File: src/common/hmmbx_defines.svh
`ifndef HMMBX_DEFINES_SVH
`define HMMBX_DEFINES_SVH

// ----------------------------------------
// Register byte addresses
// ----------------------------------------
`define HMMBX_ADDR_CLKLESS 24'h000001
`define HMMBX_ADDR_WAKE 24'h000004
`define HMMBX_ADDR_HEADER 24'h00108c
`define HMMBX_ADDR_RX_STATUS 24'h001070
`define HMMBX_ADDR_RX_ADDR 24'h001084
`define HMMBX_ADDR_TX_DOORBELL 24'h001078
`define HMMBX_ADDR_TX_DONE 24'h00106c
`define HMMBX_ADDR_TX_BUFADDR 24'h150400

// ----------------------------------------
// Field positions and values
// ----------------------------------------
`define HMMBX_BIT_WAKE_REQ 1
`define HMMBX_BIT_RX_PEND 0
`define HMMBX_BIT_RX_DONE 1
`define HMMBX_BIT_DOORBELL 1
`define HMMBX_BIT_TX_DONE 1
`define HMMBX_SIZE_LSB 2
`define HMMBX_SIZE_MSB 13
`define HMMBX_DONE_ADDR_SHIFT 2
`define HMMBX_WAKE_VALUE 32'h00005678
`define HMMBX_SLEEP_VALUE 32'h00004321
`define HMMBX_HDR_BYTES 16'h0004
`define HMMBX_ZERO32 32'h00000000

`endif

File: src/common/hmmbx_pkg.sv
package hmmbx_pkg;
	typedef enum logic [2:0] {
		HMMBX_TX_IDLE = 3'b000,
		HMMBX_TX_RUNG = 3'b001,
		HMMBX_TX_GRANTED = 3'b011,
		HMMBX_TX_DONE = 3'b010
	} hmmbx_tx_state_t;

	typedef enum logic [1:0] {
		HMMBX_RX_IDLE = 2'b00,
		HMMBX_RX_PEND = 2'b01,
		HMMBX_RX_READ = 2'b11
	} hmmbx_rx_state_t;

	typedef struct packed {
		logic [7:0] group_id;
		logic [7:0] opcode;
		logic [15:0] length;
	} hmmbx_header_t;
endpackage

File: src/common/hmmbx_stream_if.sv
`timescale 1ns/1ps
interface hmmbx_stream_if #(parameter int WIDTH = 32) ();
	logic valid;
	logic ready;
	logic [WIDTH-1:0] data;
	modport src (output valid, output data, input ready);
	modport snk (input valid, input data, output ready);
endinterface

File: src/verilog/hmmbx_fifo.sv
`timescale 1ns/1ps
module hmmbx_fifo #(
	parameter int WIDTH = 32,
	parameter int DEPTH = 16
) (
	input wire logic core_clk,
	input wire logic rst_b,
	hmmbx_stream_if.snk wr,
	hmmbx_stream_if.src rd
);
	localparam int AW = $clog2(DEPTH);

	initial begin
		if (DEPTH < 2 || (1 << AW) != DEPTH || WIDTH < 1)
			$error("hmmbx_fifo: DEPTH must be a power of two >= 2");
	end

	typedef struct packed {
		logic [AW:0] wptr;
		logic [AW:0] rptr;
		logic [WIDTH-1:0] out;
		logic out_valid;
	} hmmbx_fifo_st_t;

	logic [WIDTH-1:0] mem [DEPTH];
	hmmbx_fifo_st_t st_reg;
	hmmbx_fifo_st_t st_next;
	logic full;
	logic empty;
	logic push;
	logic pop;

	// ----------------------------------------
	// Pointers; read data leaves from a register
	// ----------------------------------------
	always_comb begin
		full = (st_reg.wptr[AW-1:0] == st_reg.rptr[AW-1:0]) && (st_reg.wptr[AW] != st_reg.rptr[AW]);
		empty = st_reg.wptr == st_reg.rptr;
		push = wr.valid && !full;
		pop = !empty && (!st_reg.out_valid || rd.ready);
		st_next = st_reg;
		if (push)
			st_next.wptr = st_reg.wptr + 1'b1;
		if (rd.ready && st_reg.out_valid)
			st_next.out_valid = 1'b0;
		if (pop) begin
			st_next.rptr = st_reg.rptr + 1'b1;
			st_next.out = mem[st_reg.rptr[AW-1:0]];
			st_next.out_valid = 1'b1;
		end
	end

	always_ff @(posedge core_clk) begin
		if (!rst_b)
			st_reg <= '0;
		else
			st_reg <= st_next;
		if (push)
			mem[st_reg.wptr[AW-1:0]] <= wr.data;
	end

	assign wr.ready = !full;
	assign rd.valid = st_reg.out_valid;
	assign rd.data = st_reg.out;
endmodule

File: src/verilog/hmmbx_hdr_unpack.sv
`timescale 1ns/1ps
`include "hmmbx_defines.svh"
module hmmbx_hdr_unpack (
	input wire logic core_clk,
	input wire logic rst_b,
	input wire logic load,
	input wire logic [31:0] word,
	output hmmbx_pkg::hmmbx_header_t hdr,
	output logic [15:0] total_bytes
);
	typedef struct packed {
		hmmbx_pkg::hmmbx_header_t hdr;
		logic [15:0] total;
	} hmmbx_hdr_st_t;

	hmmbx_hdr_st_t st_reg;
	hmmbx_hdr_st_t st_next;

	always_comb begin
		st_next = st_reg;
		if (load) begin
			st_next.hdr.group_id = word[7:0];
			st_next.hdr.opcode = word[15:8];
			st_next.hdr.length = word[31:16];
			// Payload excludes the header, so add it back for the buffer size
			st_next.total = word[31:16] + `HMMBX_HDR_BYTES;
		end
	end

	always_ff @(posedge core_clk) begin
		if (!rst_b)
			st_reg <= '0;
		else
			st_reg <= st_next;
	end

	assign hdr = st_reg.hdr;
	assign total_bytes = st_reg.total;
endmodule

File: src/verilog/hmmbx_mailbox.sv
// What this block does
// - Wake via clockless bit plus wake register
// - Doorbell bit 1 raises device interrupt
// - Device clears doorbell after buffer allocation
// - Device presents allocated address at tx_buffer_address
// - Done bit 1 is completion interrupt
// - Receive status bit 0 flags pending
// - Writing zero to bit 0 clears pending
// - Device reports outbound buffer start address
// - Size reported in status bits 13:2
// - Receive-done bit 1 frees device buffer
// - Header field one: 8-bit group
// - Header field two: 8-bit opcode
// - 16-bit payload length excludes header
// - Completions return later as outbound messages
`timescale 1ns/1ps
`include "hmmbx_defines.svh"
module hmmbx_mailbox #(
	parameter int ADDR_W = 24,
	parameter int FIFO_DEPTH = 16
) (
	input wire logic core_clk,
	input wire logic rst_b,
	input wire logic reg_wr,
	input wire logic reg_rd,
	input wire logic [ADDR_W-1:0] reg_addr,
	input wire logic [31:0] reg_wdata,
	output logic [31:0] reg_rdata,
	output logic reg_rvalid,
	output logic awake,
	output logic cpu_tx_irq,
	input wire logic cpu_alloc_valid,
	input wire logic [31:0] cpu_alloc_addr,
	output logic cpu_done_irq,
	output logic [31:0] cpu_done_addr,
	output logic [7:0] cpu_hdr_group,
	output logic [7:0] cpu_hdr_opcode,
	output logic [15:0] cpu_hdr_total,
	input wire logic cpu_msg_valid,
	input wire logic [31:0] cpu_msg_addr,
	input wire logic [11:0] cpu_msg_size,
	output logic cpu_msg_ready,
	output logic cpu_rx_free,
	output logic [31:0] cpu_rx_free_addr
);
	initial begin
		if (ADDR_W < 24 || FIFO_DEPTH < 2)
			$error("hmmbx_mailbox: ADDR_W must cover the buffer address register");
	end

	typedef struct packed {
		logic clkless_wake;
		logic [31:0] wake_word;
		logic awake;
		logic [31:0] header;
		hmmbx_pkg::hmmbx_tx_state_t tx_state;
		logic [31:0] tx_bufaddr;
		logic tx_irq;
		logic done_irq;
		logic [31:0] done_addr;
		hmmbx_pkg::hmmbx_rx_state_t rx_state;
		logic rx_pend;
		logic [11:0] rx_size;
		logic [31:0] rx_addr;
		logic rx_free;
		logic [31:0] rdata;
		logic rvalid;
	} hmmbx_st_t;

	hmmbx_st_t st_reg;
	hmmbx_st_t st_next;

	function automatic logic hit(input logic [ADDR_W-1:0] a, input logic [23:0] reg_a);
		hit = a == ADDR_W'(reg_a);
	endfunction

	// ----------------------------------------
	// Outbound message queue
	// ----------------------------------------
	// Firmware may post messages faster than the host drains them; they wait here.
	hmmbx_stream_if #(.WIDTH(44)) q_in ();
	hmmbx_stream_if #(.WIDTH(44)) q_out ();
	logic q_take;

	assign q_in.valid = cpu_msg_valid;
	assign q_in.data = {cpu_msg_size, cpu_msg_addr};
	assign q_out.ready = q_take;

	hmmbx_fifo #(.WIDTH(44), .DEPTH(FIFO_DEPTH)) u_fifo (
		.core_clk(core_clk),
		.rst_b(rst_b),
		.wr(q_in),
		.rd(q_out)
	);

	hmmbx_pkg::hmmbx_header_t hdr;
	logic [15:0] hdr_total;

	hmmbx_hdr_unpack u_hdr (
		.core_clk(core_clk),
		.rst_b(rst_b),
		.load(reg_wr && hit(reg_addr, `HMMBX_ADDR_HEADER) && st_reg.awake),
		.word(reg_wdata),
		.hdr(hdr),
		.total_bytes(hdr_total)
	);

	logic wr_ok;
	logic do_wr_clk;
	logic do_wr_wake;
	logic do_wr_hdr;
	logic do_wr_bell;
	logic do_wr_done;
	logic do_wr_rxs;

	// ----------------------------------------
	// Next state
	// ----------------------------------------
	always_comb begin
		wr_ok = reg_wr && st_reg.awake;
		do_wr_clk = reg_wr && hit(reg_addr, `HMMBX_ADDR_CLKLESS);
		do_wr_wake = reg_wr && hit(reg_addr, `HMMBX_ADDR_WAKE);
		do_wr_hdr = wr_ok && hit(reg_addr, `HMMBX_ADDR_HEADER);
		do_wr_bell = wr_ok && hit(reg_addr, `HMMBX_ADDR_TX_DOORBELL);
		do_wr_done = wr_ok && hit(reg_addr, `HMMBX_ADDR_TX_DONE);
		do_wr_rxs = wr_ok && hit(reg_addr, `HMMBX_ADDR_RX_STATUS);
		q_take = 1'b0;
		st_next = st_reg;
		st_next.tx_irq = 1'b0;
		st_next.done_irq = 1'b0;
		st_next.rx_free = 1'b0;
		st_next.rvalid = reg_rd;

		// Clockless access path stays usable while asleep
		if (do_wr_clk)
			st_next.clkless_wake = reg_wdata[`HMMBX_BIT_WAKE_REQ];
		if (do_wr_wake)
			st_next.wake_word = reg_wdata;
		st_next.awake = st_next.clkless_wake && (st_next.wake_word == `HMMBX_WAKE_VALUE);

		if (do_wr_hdr)
			st_next.header = reg_wdata;

		case (st_reg.tx_state)
			hmmbx_pkg::HMMBX_TX_IDLE: begin
				if (do_wr_bell && reg_wdata[`HMMBX_BIT_DOORBELL]) begin
					st_next.tx_state = hmmbx_pkg::HMMBX_TX_RUNG;
					st_next.tx_irq = 1'b1;
					st_next.tx_bufaddr = `HMMBX_ZERO32;
				end
			end
			hmmbx_pkg::HMMBX_TX_RUNG: begin
				if (cpu_alloc_valid) begin
					// Address lands with the doorbell clear so a poll never sees stale data
					st_next.tx_bufaddr = cpu_alloc_addr;
					st_next.tx_state = hmmbx_pkg::HMMBX_TX_GRANTED;
				end
			end
			hmmbx_pkg::HMMBX_TX_GRANTED: begin
				if (st_reg.tx_bufaddr == `HMMBX_ZERO32)
					st_next.tx_state = hmmbx_pkg::HMMBX_TX_IDLE;
				else if (do_wr_done && reg_wdata[`HMMBX_BIT_TX_DONE])
					st_next.tx_state = hmmbx_pkg::HMMBX_TX_DONE;
			end
			hmmbx_pkg::HMMBX_TX_DONE: begin
				st_next.tx_state = hmmbx_pkg::HMMBX_TX_IDLE;
			end
			default: st_next.tx_state = hmmbx_pkg::HMMBX_TX_IDLE;
		endcase
		if (do_wr_done && reg_wdata[`HMMBX_BIT_TX_DONE]) begin
			st_next.done_irq = 1'b1;
			st_next.done_addr = reg_wdata >> `HMMBX_DONE_ADDR_SHIFT;
		end

		case (st_reg.rx_state)
			hmmbx_pkg::HMMBX_RX_IDLE: begin
				if (q_out.valid) begin
					q_take = 1'b1;
					st_next.rx_addr = q_out.data[31:0];
					st_next.rx_size = q_out.data[43:32];
					st_next.rx_pend = 1'b1;
					st_next.rx_state = hmmbx_pkg::HMMBX_RX_PEND;
				end
			end
			hmmbx_pkg::HMMBX_RX_PEND, hmmbx_pkg::HMMBX_RX_READ: begin
				if (do_wr_rxs && !reg_wdata[`HMMBX_BIT_RX_PEND]) begin
					st_next.rx_pend = 1'b0;
					st_next.rx_state = hmmbx_pkg::HMMBX_RX_READ;
				end
				if (do_wr_rxs && reg_wdata[`HMMBX_BIT_RX_DONE]) begin
					// Freeing also drops pending so a skipped clear cannot wedge the queue
					st_next.rx_free = 1'b1;
					st_next.rx_pend = 1'b0;
					st_next.rx_size = 12'h000;
					st_next.rx_state = hmmbx_pkg::HMMBX_RX_IDLE;
				end
			end
			default: st_next.rx_state = hmmbx_pkg::HMMBX_RX_IDLE;
		endcase

		// ----------------------------------------
		// Read mux
		// ----------------------------------------
		st_next.rdata = `HMMBX_ZERO32;
		if (reg_rd) begin
			if (hit(reg_addr, `HMMBX_ADDR_CLKLESS))
				st_next.rdata[`HMMBX_BIT_WAKE_REQ] = st_reg.clkless_wake;
			else if (hit(reg_addr, `HMMBX_ADDR_WAKE))
				st_next.rdata = st_reg.wake_word;
			else if (st_reg.awake) begin
				if (hit(reg_addr, `HMMBX_ADDR_HEADER))
					st_next.rdata = st_reg.header;
				else if (hit(reg_addr, `HMMBX_ADDR_TX_DOORBELL))
					st_next.rdata[`HMMBX_BIT_DOORBELL] = st_reg.tx_state == hmmbx_pkg::HMMBX_TX_RUNG;
				else if (hit(reg_addr, `HMMBX_ADDR_TX_BUFADDR))
					st_next.rdata = st_reg.tx_bufaddr;
				else if (hit(reg_addr, `HMMBX_ADDR_RX_STATUS)) begin
					st_next.rdata[`HMMBX_BIT_RX_PEND] = st_reg.rx_pend;
					st_next.rdata[`HMMBX_SIZE_MSB:`HMMBX_SIZE_LSB] = st_reg.rx_size;
				end else if (hit(reg_addr, `HMMBX_ADDR_RX_ADDR))
					st_next.rdata = st_reg.rx_addr;
			end
		end
	end

	always_ff @(posedge core_clk) begin
		if (!rst_b) begin
			st_reg <= '0;
			st_reg.wake_word <= `HMMBX_SLEEP_VALUE;
		end else
			st_reg <= st_next;
	end

	// ----------------------------------------
	// Outputs, all from flip-flops except cpu_msg_ready, which is decoded from the FIFO pointers
	// ----------------------------------------
	assign reg_rdata = st_reg.rdata;
	assign reg_rvalid = st_reg.rvalid;
	assign awake = st_reg.awake;
	assign cpu_tx_irq = st_reg.tx_irq;
	assign cpu_done_irq = st_reg.done_irq;
	assign cpu_done_addr = st_reg.done_addr;
	assign cpu_hdr_group = hdr.group_id;
	assign cpu_hdr_opcode = hdr.opcode;
	assign cpu_hdr_total = hdr_total;
	assign cpu_msg_ready = q_in.ready;
	assign cpu_rx_free = st_reg.rx_free;
	assign cpu_rx_free_addr = st_reg.rx_addr;
endmodule

File: config.mk
export PLATFORM = sky130hd
export DESIGN_NAME = hmmbx_mailbox
export DESIGN_NICKNAME = d
export VERILOG_FILES = /design/src/common/hmmbx_pkg.sv /design/src/common/hmmbx_stream_if.sv /design/src/verilog/hmmbx_fifo.sv /design/src/verilog/hmmbx_hdr_unpack.sv /design/src/verilog/hmmbx_mailbox.sv
export VERILOG_INCLUDE_DIRS = /design/src /design/src/common
export SDC_FILE = /design/constraint.sdc
export NUM_CORES = 1
export LEC_CHECK = 0
export BUFFER_PORTS_ARGS = -buffer_cell sky130_fd_sc_hd__buf_4
export CORE_MARGIN = 2
export CORE_UTILIZATION = 45
export CTS_CLUSTER_SIZE = 8
export DETAILED_ROUTE_END_ITERATION = 10
export PLACE_DENSITY = 0.63
export SLEW_MARGIN = 20
export SYNTH_ARGS = -nofsm -noshare
export SYNTH_HDL_FRONTEND = slang
export SYNTH_SLANG_ARGS = --single-unit
File: constraint.sdc
create_clock -name core_clk -period 5.6 [get_ports core_clk]
set_input_delay 0.28 -clock core_clk [delete_from_list [all_inputs] [get_ports core_clk]]
set_output_delay 0.28 -clock core_clk [all_outputs]
set_load 0.01 [all_outputs]
==> results of run 1 <==
-- logic make-up (layout without fill, tap and decap cells) --
group | Yosys count | count (layout)
buffers and inverters | 274 | 613
adder cells (fa/ha/maj) | 6 | 6
AO/OA/AOI/OAI | 441 | 441
flip-flops | 1004 | 1004
AND/OR/NAND/NOR | 583 | 583
multiplexers | 214 | 214
other | 1 | 2
XOR/XNOR | 21 | 21
-- layout make-up --
cell class / instances / area, µm²
fill: 6810 / 39050
sequential: 1004 / 27150
multi-input combinational: 1267 / 10360
clock buffer: 167 / 3690
timing repair buffer: 426 / 3496
tap: 1144 / 1431
clock inverter: 13 / 197.7
inverter: 7 / 31.28
-- power breakdown --
group,internal (mW),switching [mW],leakage (nW)
Sequential,8.27,0.221,8.79
Combinational,1.48,1.69,5.01
Clock,4.63,2.98,1.89
-- worst max-delay path: stages, from the launching register on --
cell and delay [ps]:
sky130_fd_sc_hd__dfxtp_4 580, sky130_fd_sc_hd__xor2_1 230, sky130_fd_sc_hd__nor4_2 140, sky130_fd_sc_hd__a21boi_2 570, sky130_fd_sc_hd__and3_2 970, sky130_fd_sc_hd__buf_4 430
-- layer usage --
| metal | track usage (%) | part of all wire, % | vias up |
|---|---|---|---|
| met5 | 0 | 0.025 | - |
| met4 | 6.939 | 2.4 | 4 |
| met3 | 4.346 | 7.0 | 170 |
| met2 | 36.25 | 49 | 969 |
| met1 | 30.69 | 42 | 12000 |
| li1 | - | - | 10270 |
-- final timing paths --
path,endpoint,slack [ps],cells past startpoint
setup / recovery,u_fifo.mem[10][33],2320,5
hold / removal,awake,50,5
setup reg to reg,u_fifo.mem[10][33],2320,5
hold reg to reg,cpu_rx_free_addr[3],450,2
-- repair_timing --
action | in CTS | in global routing
endpoints found under the hold margin | 869 | 0
endpoints found under the setup margin | 0 | 0
hold buffers | 114 | 0
-- Yosys cell counts, drive strengths merged (12+ instances only) --
cell    number
nand4       12
o21ai       58
edfxtp     704
mux4       176
o22ai       45
nand2      341
a22oi       27
nor4        26
buf        146
a222oi      18
and3        19
a21oi      154
nand3       15
clkbuf     121
dfxtp      300
nor2       109
a22o       100
mux2i       38
-- per-stage QoR --
step	std cells	hold slack, ps	setup WS, ps
floorplan	2545	378.9	713.6
global placement	3734	438.0	1977
detailed placement	3734	444.9	1932
CTS	4028	3.150	1918
global route	4028	49.84	2136
finish	4028	46.41	2316
==> metrics.md, run 1 <==
| Metric | Value |
|---|---|
| Most common library cell in the layout ignoring fill and taps | `sky130_fd_sc_hd__edfxtp_1` |
| Die X | `a little under 300 µm` |
| Max reg flops | `just over 700` |
| Startpoint of the most critical register-to-register path | `u_fifo.st_reg[45]` |
| Total number of vias | `23.41k` |
| CP Capture Type | `register` |
| Share of synthesized area occupied by flip-flops and latches | `between 60% and 70%` |
| Number of setup violations in the final report | `0` |
| Maximum fanout encountered on the critical timing path | `28` |
| Pins over their slew limit | `0` |
| Final total power | `just under 20 mW` |
| Drt total wl | `100.1 mm` |
| Highest clock rate | `between 0.3 and 0.4 GHz` |
| Top cell type's share of synthesized area | `around 54%` |
| Leakage power summed over all cells | `about 16 nW` |
| Synth unique cells | `69` |
| Hold Path Origin | `reg_addr[0]` |
| Worst-path clk slew | `50 ps` |
| Path class of the lowest-slack min-delay path | `in -> reg` |
| Rows | `about 110` |
| Final global-route overflow total | `0` |
| Pwr Density | `roughly 420 nW/µm²` |
| Number of I/O pins | `between 200 and 300` |
| Final hold violation count | `0` |
| Antenna diodes | `0` |
| Slew at the pin closest to its max-slew limit | `1122 ps` |
| Shortest period the worst path allows | `around 3300 ps` |
| Routed len/inst | `roughly 25 µm` |
| Initial antenna violation count | `3` |
| Peak ir drop on the vdd network | `476.7 µV` |
| Sum of net half-perimeters after detailed placement | `61.85 mm` |
| H-Tree Level Count | `4` |
| Number of cells produced by synthesis | `2544` |
| Via count of the first global-routing pass | `between 20k and 25k` |
| Fraction of the cycle the final worst path needs | `58.64%` |
| Worst endpoint data arrival time | `~3700 ps` |
| Pin count of the biggest net entering global routing | `130` |
| Share of synthesized area spent on multiplexers | `between 10% and 20%` |
| Syn Std Cell Area | `between 30000 and 40000 µm²` |
| Share of synthesized flip-flops with an asynchronous set or reset | `0%` |
| Weighted congestion at the end of routability-driven global placement | `0.9139` |
| RSZ-0062 raised after global routing | `false` |
| Count of antenna-violating nets left after detailed routing | `0` |
| Summed area of non-filler cells in the final layout | `approximately 46000 µm²` |
| Setup total negative slack | `0 ps` |
| Share of layout cells above drive strength 1 | `around a quarter` |
| Leading cell types in the layout, fill and taps excluded | `sky130_fd_sc_hd__edfxtp_1, sky130_fd_sc_hd__nand2_1, sky130_fd_sc_hd__buf_4` |
| Synth Area per Inst | `between 15 and 20 µm²` |
| Maximum clock skew at final layout | `around 25 ps` |
| Number of warnings issued by yosys | `0` |
| Kind of critical path | `reg -> reg` |
| Share of the synthesized area in compound gates (AO/OA/AOI/OAI) | `approximately 7.6%` |
| Final net count | `roughly 3k` |
| Top cell type by total area after synthesis | `sky130_fd_sc_hd__edfxtp_1` |
| Skew-Pair Late Insertion Delay | `720 ps` |
| Relative max-transition margin | `between 20% and 30%` |
| Element type at the critical path start | `register` |
| Dominant cells by area after synthesis | `sky130_fd_sc_hd__edfxtp_1, sky130_fd_sc_hd__dfxtp_1, sky130_fd_sc_hd__mux4_2` |
| Total of flip-flops plus latches after synthesis | `roughly 1k` |
| Count of flip-flops with a built-in enable after synthesis | `a little over 700` |
| Total global-route track usage | `between 20% and 30%` |
| Final core utilization | `roughly 54%` |
| Post-DR vias/cell | `5.813` |
| Outcome | `finished, final reports clean` |
| Die footprint | `approximately 90000 µm²` |
| Number of DRC violations after detailed-routing iteration 0 | `~2.3k` |
| Simple-Gate Fraction of Synth Area | `under 10%` |
| CTS Root Cell | `sky130_fd_sc_hd__clkbuf_16` |
| Max_cap viols | `0` |
| Initial core utilization | `between 40 and 50%` |
| Synthesized-area fraction occupied by xor and xnor cells | `less than 1%` |
| Placed cell areas | `about 41000 µm²` |
| Dominant combinational cell family by area after synthesis | `multiplexers` |
| Area delta synth->final | `19.26%` |
| CP Data Required Time | `~6000 ps` |
| Number of cells upsized or downsized after cts | `0` |
| IO Port Bufs | `around 270` |
| Area inside the core boundary | `approximately 85000 µm²` |
| Clock tree from TritonCTS | `yes` |
| Clk sinks | `between 1k and 1.5k` |
| Detailed-route DRC error count | `0` |
| Number of post-CTS setup repair buffers | `0` |
| Detailed-router iteration count before antenna repair | `9` |
| Number of clock buffers inserted by TritonCTS | `~140` |
| Most used DFF post-synth | `sky130_fd_sc_hd__edfxtp_1` |
| Max clock buf depth | `3` |
| CP Launch Point | `u_fifo.st_reg[45]` |
| Die H | `297.9 µm` |
| Adder-cell share of the synthesized area | `less than 1%` |
| First-pass GRT wire length | `149.7 mm` |
(Power assumes the default switching activity.)
==> run 2: changes to the inputs <==
Settings changed: PLACE_DENSITY 0.63 to 0.66.
Clock period 5.6 ns to 2.9 ns, I/O delays scaled along.
==> metrics.md, run 2 (synthesis gave the netlist of run 1 again) <==
| Metric | Value |
|---|---|
| Final global-route overflow total | `0` |
| Rows | `107` |
| Pwr Density | `795.8 nW/µm²` |
| Antenna diodes | `0` |
| Routed len/inst | `25.01 µm` |
| Area delta synth->final | `21.23%` |
| Most common library cell in the layout ignoring fill and taps | `sky130_fd_sc_hd__edfxtp_1` |
| Initial core utilization | `between 40% and 50%` |
| Initial antenna violation count | `6` |
| Number of post-CTS setup repair buffers | `0` |
| Max reg flops | `roughly 700` |
| Highest clock rate | `approximately 0.36 GHz` |
| Maximum fanout encountered on the critical timing path | `5` |
| Kind of critical path | `reg -> reg` |
| Final net count | `roughly 3.0k` |
| Pin count of the biggest net entering global routing | `roughly 180` |
| Maximum clock skew at final layout | `29.47 ps` |
| Path class of the lowest-slack min-delay path | `in -> reg` |
| Max_cap viols | `0` |
| Relative max-transition margin | `39.82%` |
| Number of I/O pins | `between 200 and 300` |
| Final core utilization | `55.17%` |
| Pins over their slew limit | `0` |
| CP Data Required Time | `3560 ps` |
| Leading cell types in the layout, fill and taps excluded | `sky130_fd_sc_hd__edfxtp_1, sky130_fd_sc_hd__nand2_1, sky130_fd_sc_hd__buf_4` |
| Max clock buf depth | `3` |
| Die H | `297.9 µm` |
| Post-DR vias/cell | `5.803` |
| RSZ-0062 raised after global routing | `false` |
| Critical Path Most Common Cell | `sky130_fd_sc_hd__dlygate4sd3_1` |
| First-pass GRT wire length | `152.6 mm` |
| Clk sinks | `around 1.0k` |
| Worst-path clk slew | `~50 ps` |
| Share of layout cells above drive strength 1 | `approximately a quarter` |
| Detailed-router iteration count before antenna repair | `6` |
| Shortest period the worst path allows | `between 2000 and 3000 ps` |
| Delay of the slowest cell on the worst path | `around 700 ps` |
| CP Capture Type | `register` |
| Slew at the pin closest to its max-slew limit | `902.7 ps` |
| Fraction of the cycle the final worst path needs | `between 90% and 100%` |
| Final hold violation count | `0` |
| Slowest stage cell, crit path | `sky130_fd_sc_hd__or4b_2` |
| Number of cells upsized or downsized after cts | `0` |
| Count of antenna-violating nets left after detailed routing | `0` |
| CTS Root Cell | `sky130_fd_sc_hd__clkbuf_16` |
| Number of setup violations in the final report | `0` |
| Total number of vias | `~24k` |
| Number of clock buffers inserted by TritonCTS | `approximately 140` |
| Die X | `approximately 300 µm` |
| Peak ir drop on the vdd network | `just over 700 µV` |
| H-Tree Level Count | `4` |
| Detailed-route DRC error count | `0` |
| Die footprint | `roughly 90000 µm²` |
| Worst setup slack after layout | `about 140 ps` |
| Drt total wl | `102.0 mm` |
| Leakage power summed over all cells | `around 16 nW` |
| IO Port Bufs | `about 270` |
| Outcome | `finished, final reports clean` |
| Hold-fix buffer count after cts | `~130` |
| Filler-free cell count of the finished design | `a little over 4k` |
| Final total power | `~38 mW` |
| Post-placement worst setup slack | `approximately 470 ps` |
| Area inside the core boundary | `85410 µm²` |
| Cell count after placement | `between 3k and 4k` |
| Worst-path cell chain | `nand2_1, or4b_2, dlygate4sd3_1, nor4_1, dlygate4sd3_1` |
| Sum of net half-perimeters after detailed placement | `between 60 and 70 mm` |
| Worst endpoint data arrival time | `about 3400 ps` |
| Total global-route track usage | `22.85%` |
| Weighted congestion at the end of routability-driven global placement | `around 0.89` |
| Setup total negative slack | `0 ps` |
| Skew-Pair Late Insertion Delay | `about 700 ps` |
| Number of DRC violations after detailed-routing iteration 0 | `2152` |
| Via count of the first global-routing pass | `24.25k` |
| Clock tree from TritonCTS | `yes` |
| Element type at the critical path start | `register` |
## run 2: cell types whose count changed in the layout (fill, tap and decap cells not counted), moves of 2 or more
cell,delta
sky130_fd_sc_hd__dlygate4sd3_1,+13
sky130_fd_sc_hd__inv_16,+5
sky130_fd_sc_hd__buf_12,+27
sky130_fd_sc_hd__buf_4,+4
sky130_fd_sc_hd__inv_6,-2
sky130_fd_sc_hd__clkbuf_1,+4
## run 2: worst paths after layout
check                          from                 to  slack, ps  cells past startpoint
setup / recovery              awake       cpu_done_irq        140                      5
hold / removal        cpu_msg_valid  u_fifo.st_reg[52]         90                      4
setup reg to reg              awake       cpu_done_irq        140                      5
hold reg to reg   cpu_done_addr[29]  cpu_done_addr[29]        450                      2
## run 2: critical path: cells and delay by family (launching register included)
kind	cells	cell delay, ps
and+or+nand+nor	3	1070
buffers and inverters	2	1220
DFF	1	400
## run 2: through the flow
| step | area [µm²] | hold WS, ps |
|---|---|---|
| 2_1_floorplan | 38910 | 243.9 |
| 3_3_place_gp | 41910 | 397.8 |
| 3_5_place_dp | 41910 | 403.6 |
| 4_1_cts | 47130 | 29.91 |
| 5_1_grt | 47130 | 84.26 |
| 6_report | 47130 | 88.95 |
## run 2: power by group
part | total, mW | internal [mW] | leakage, nW | switching, mW
clock | 14.8 | 8.93 | 1.92 | 5.85
combinational | 6.36 | 2.99 | 5.32 | 3.36
sequential | 16.4 | 16.0 | 8.79 | 0.400
total | 37.5 | 27.9 | 16.0 | 9.61
## run 2: cell type report
type,instances,area (µm²)
Tap cell,1144,1431
Fill cell,6687,38290
Inverter,7,31.28
Clock buffer,171,3694
Sequential cell,1004,27150
Multi-Input combinational cell,1267,10370
Clock inverter,15,250.2
Timing Repair Buffer,470,4197
## run 2: metal layers
layer | share of wire (%) | routed length, µm | global-route usage (%)
met2 | 49 | 50090 | 37.49
met5 | 0.054 | 55 | 0
met3 | 7.3 | 7480 | 5.134
met1 | 41 | 41410 | 30.09
met4 | 2.9 | 2969 | 7.885
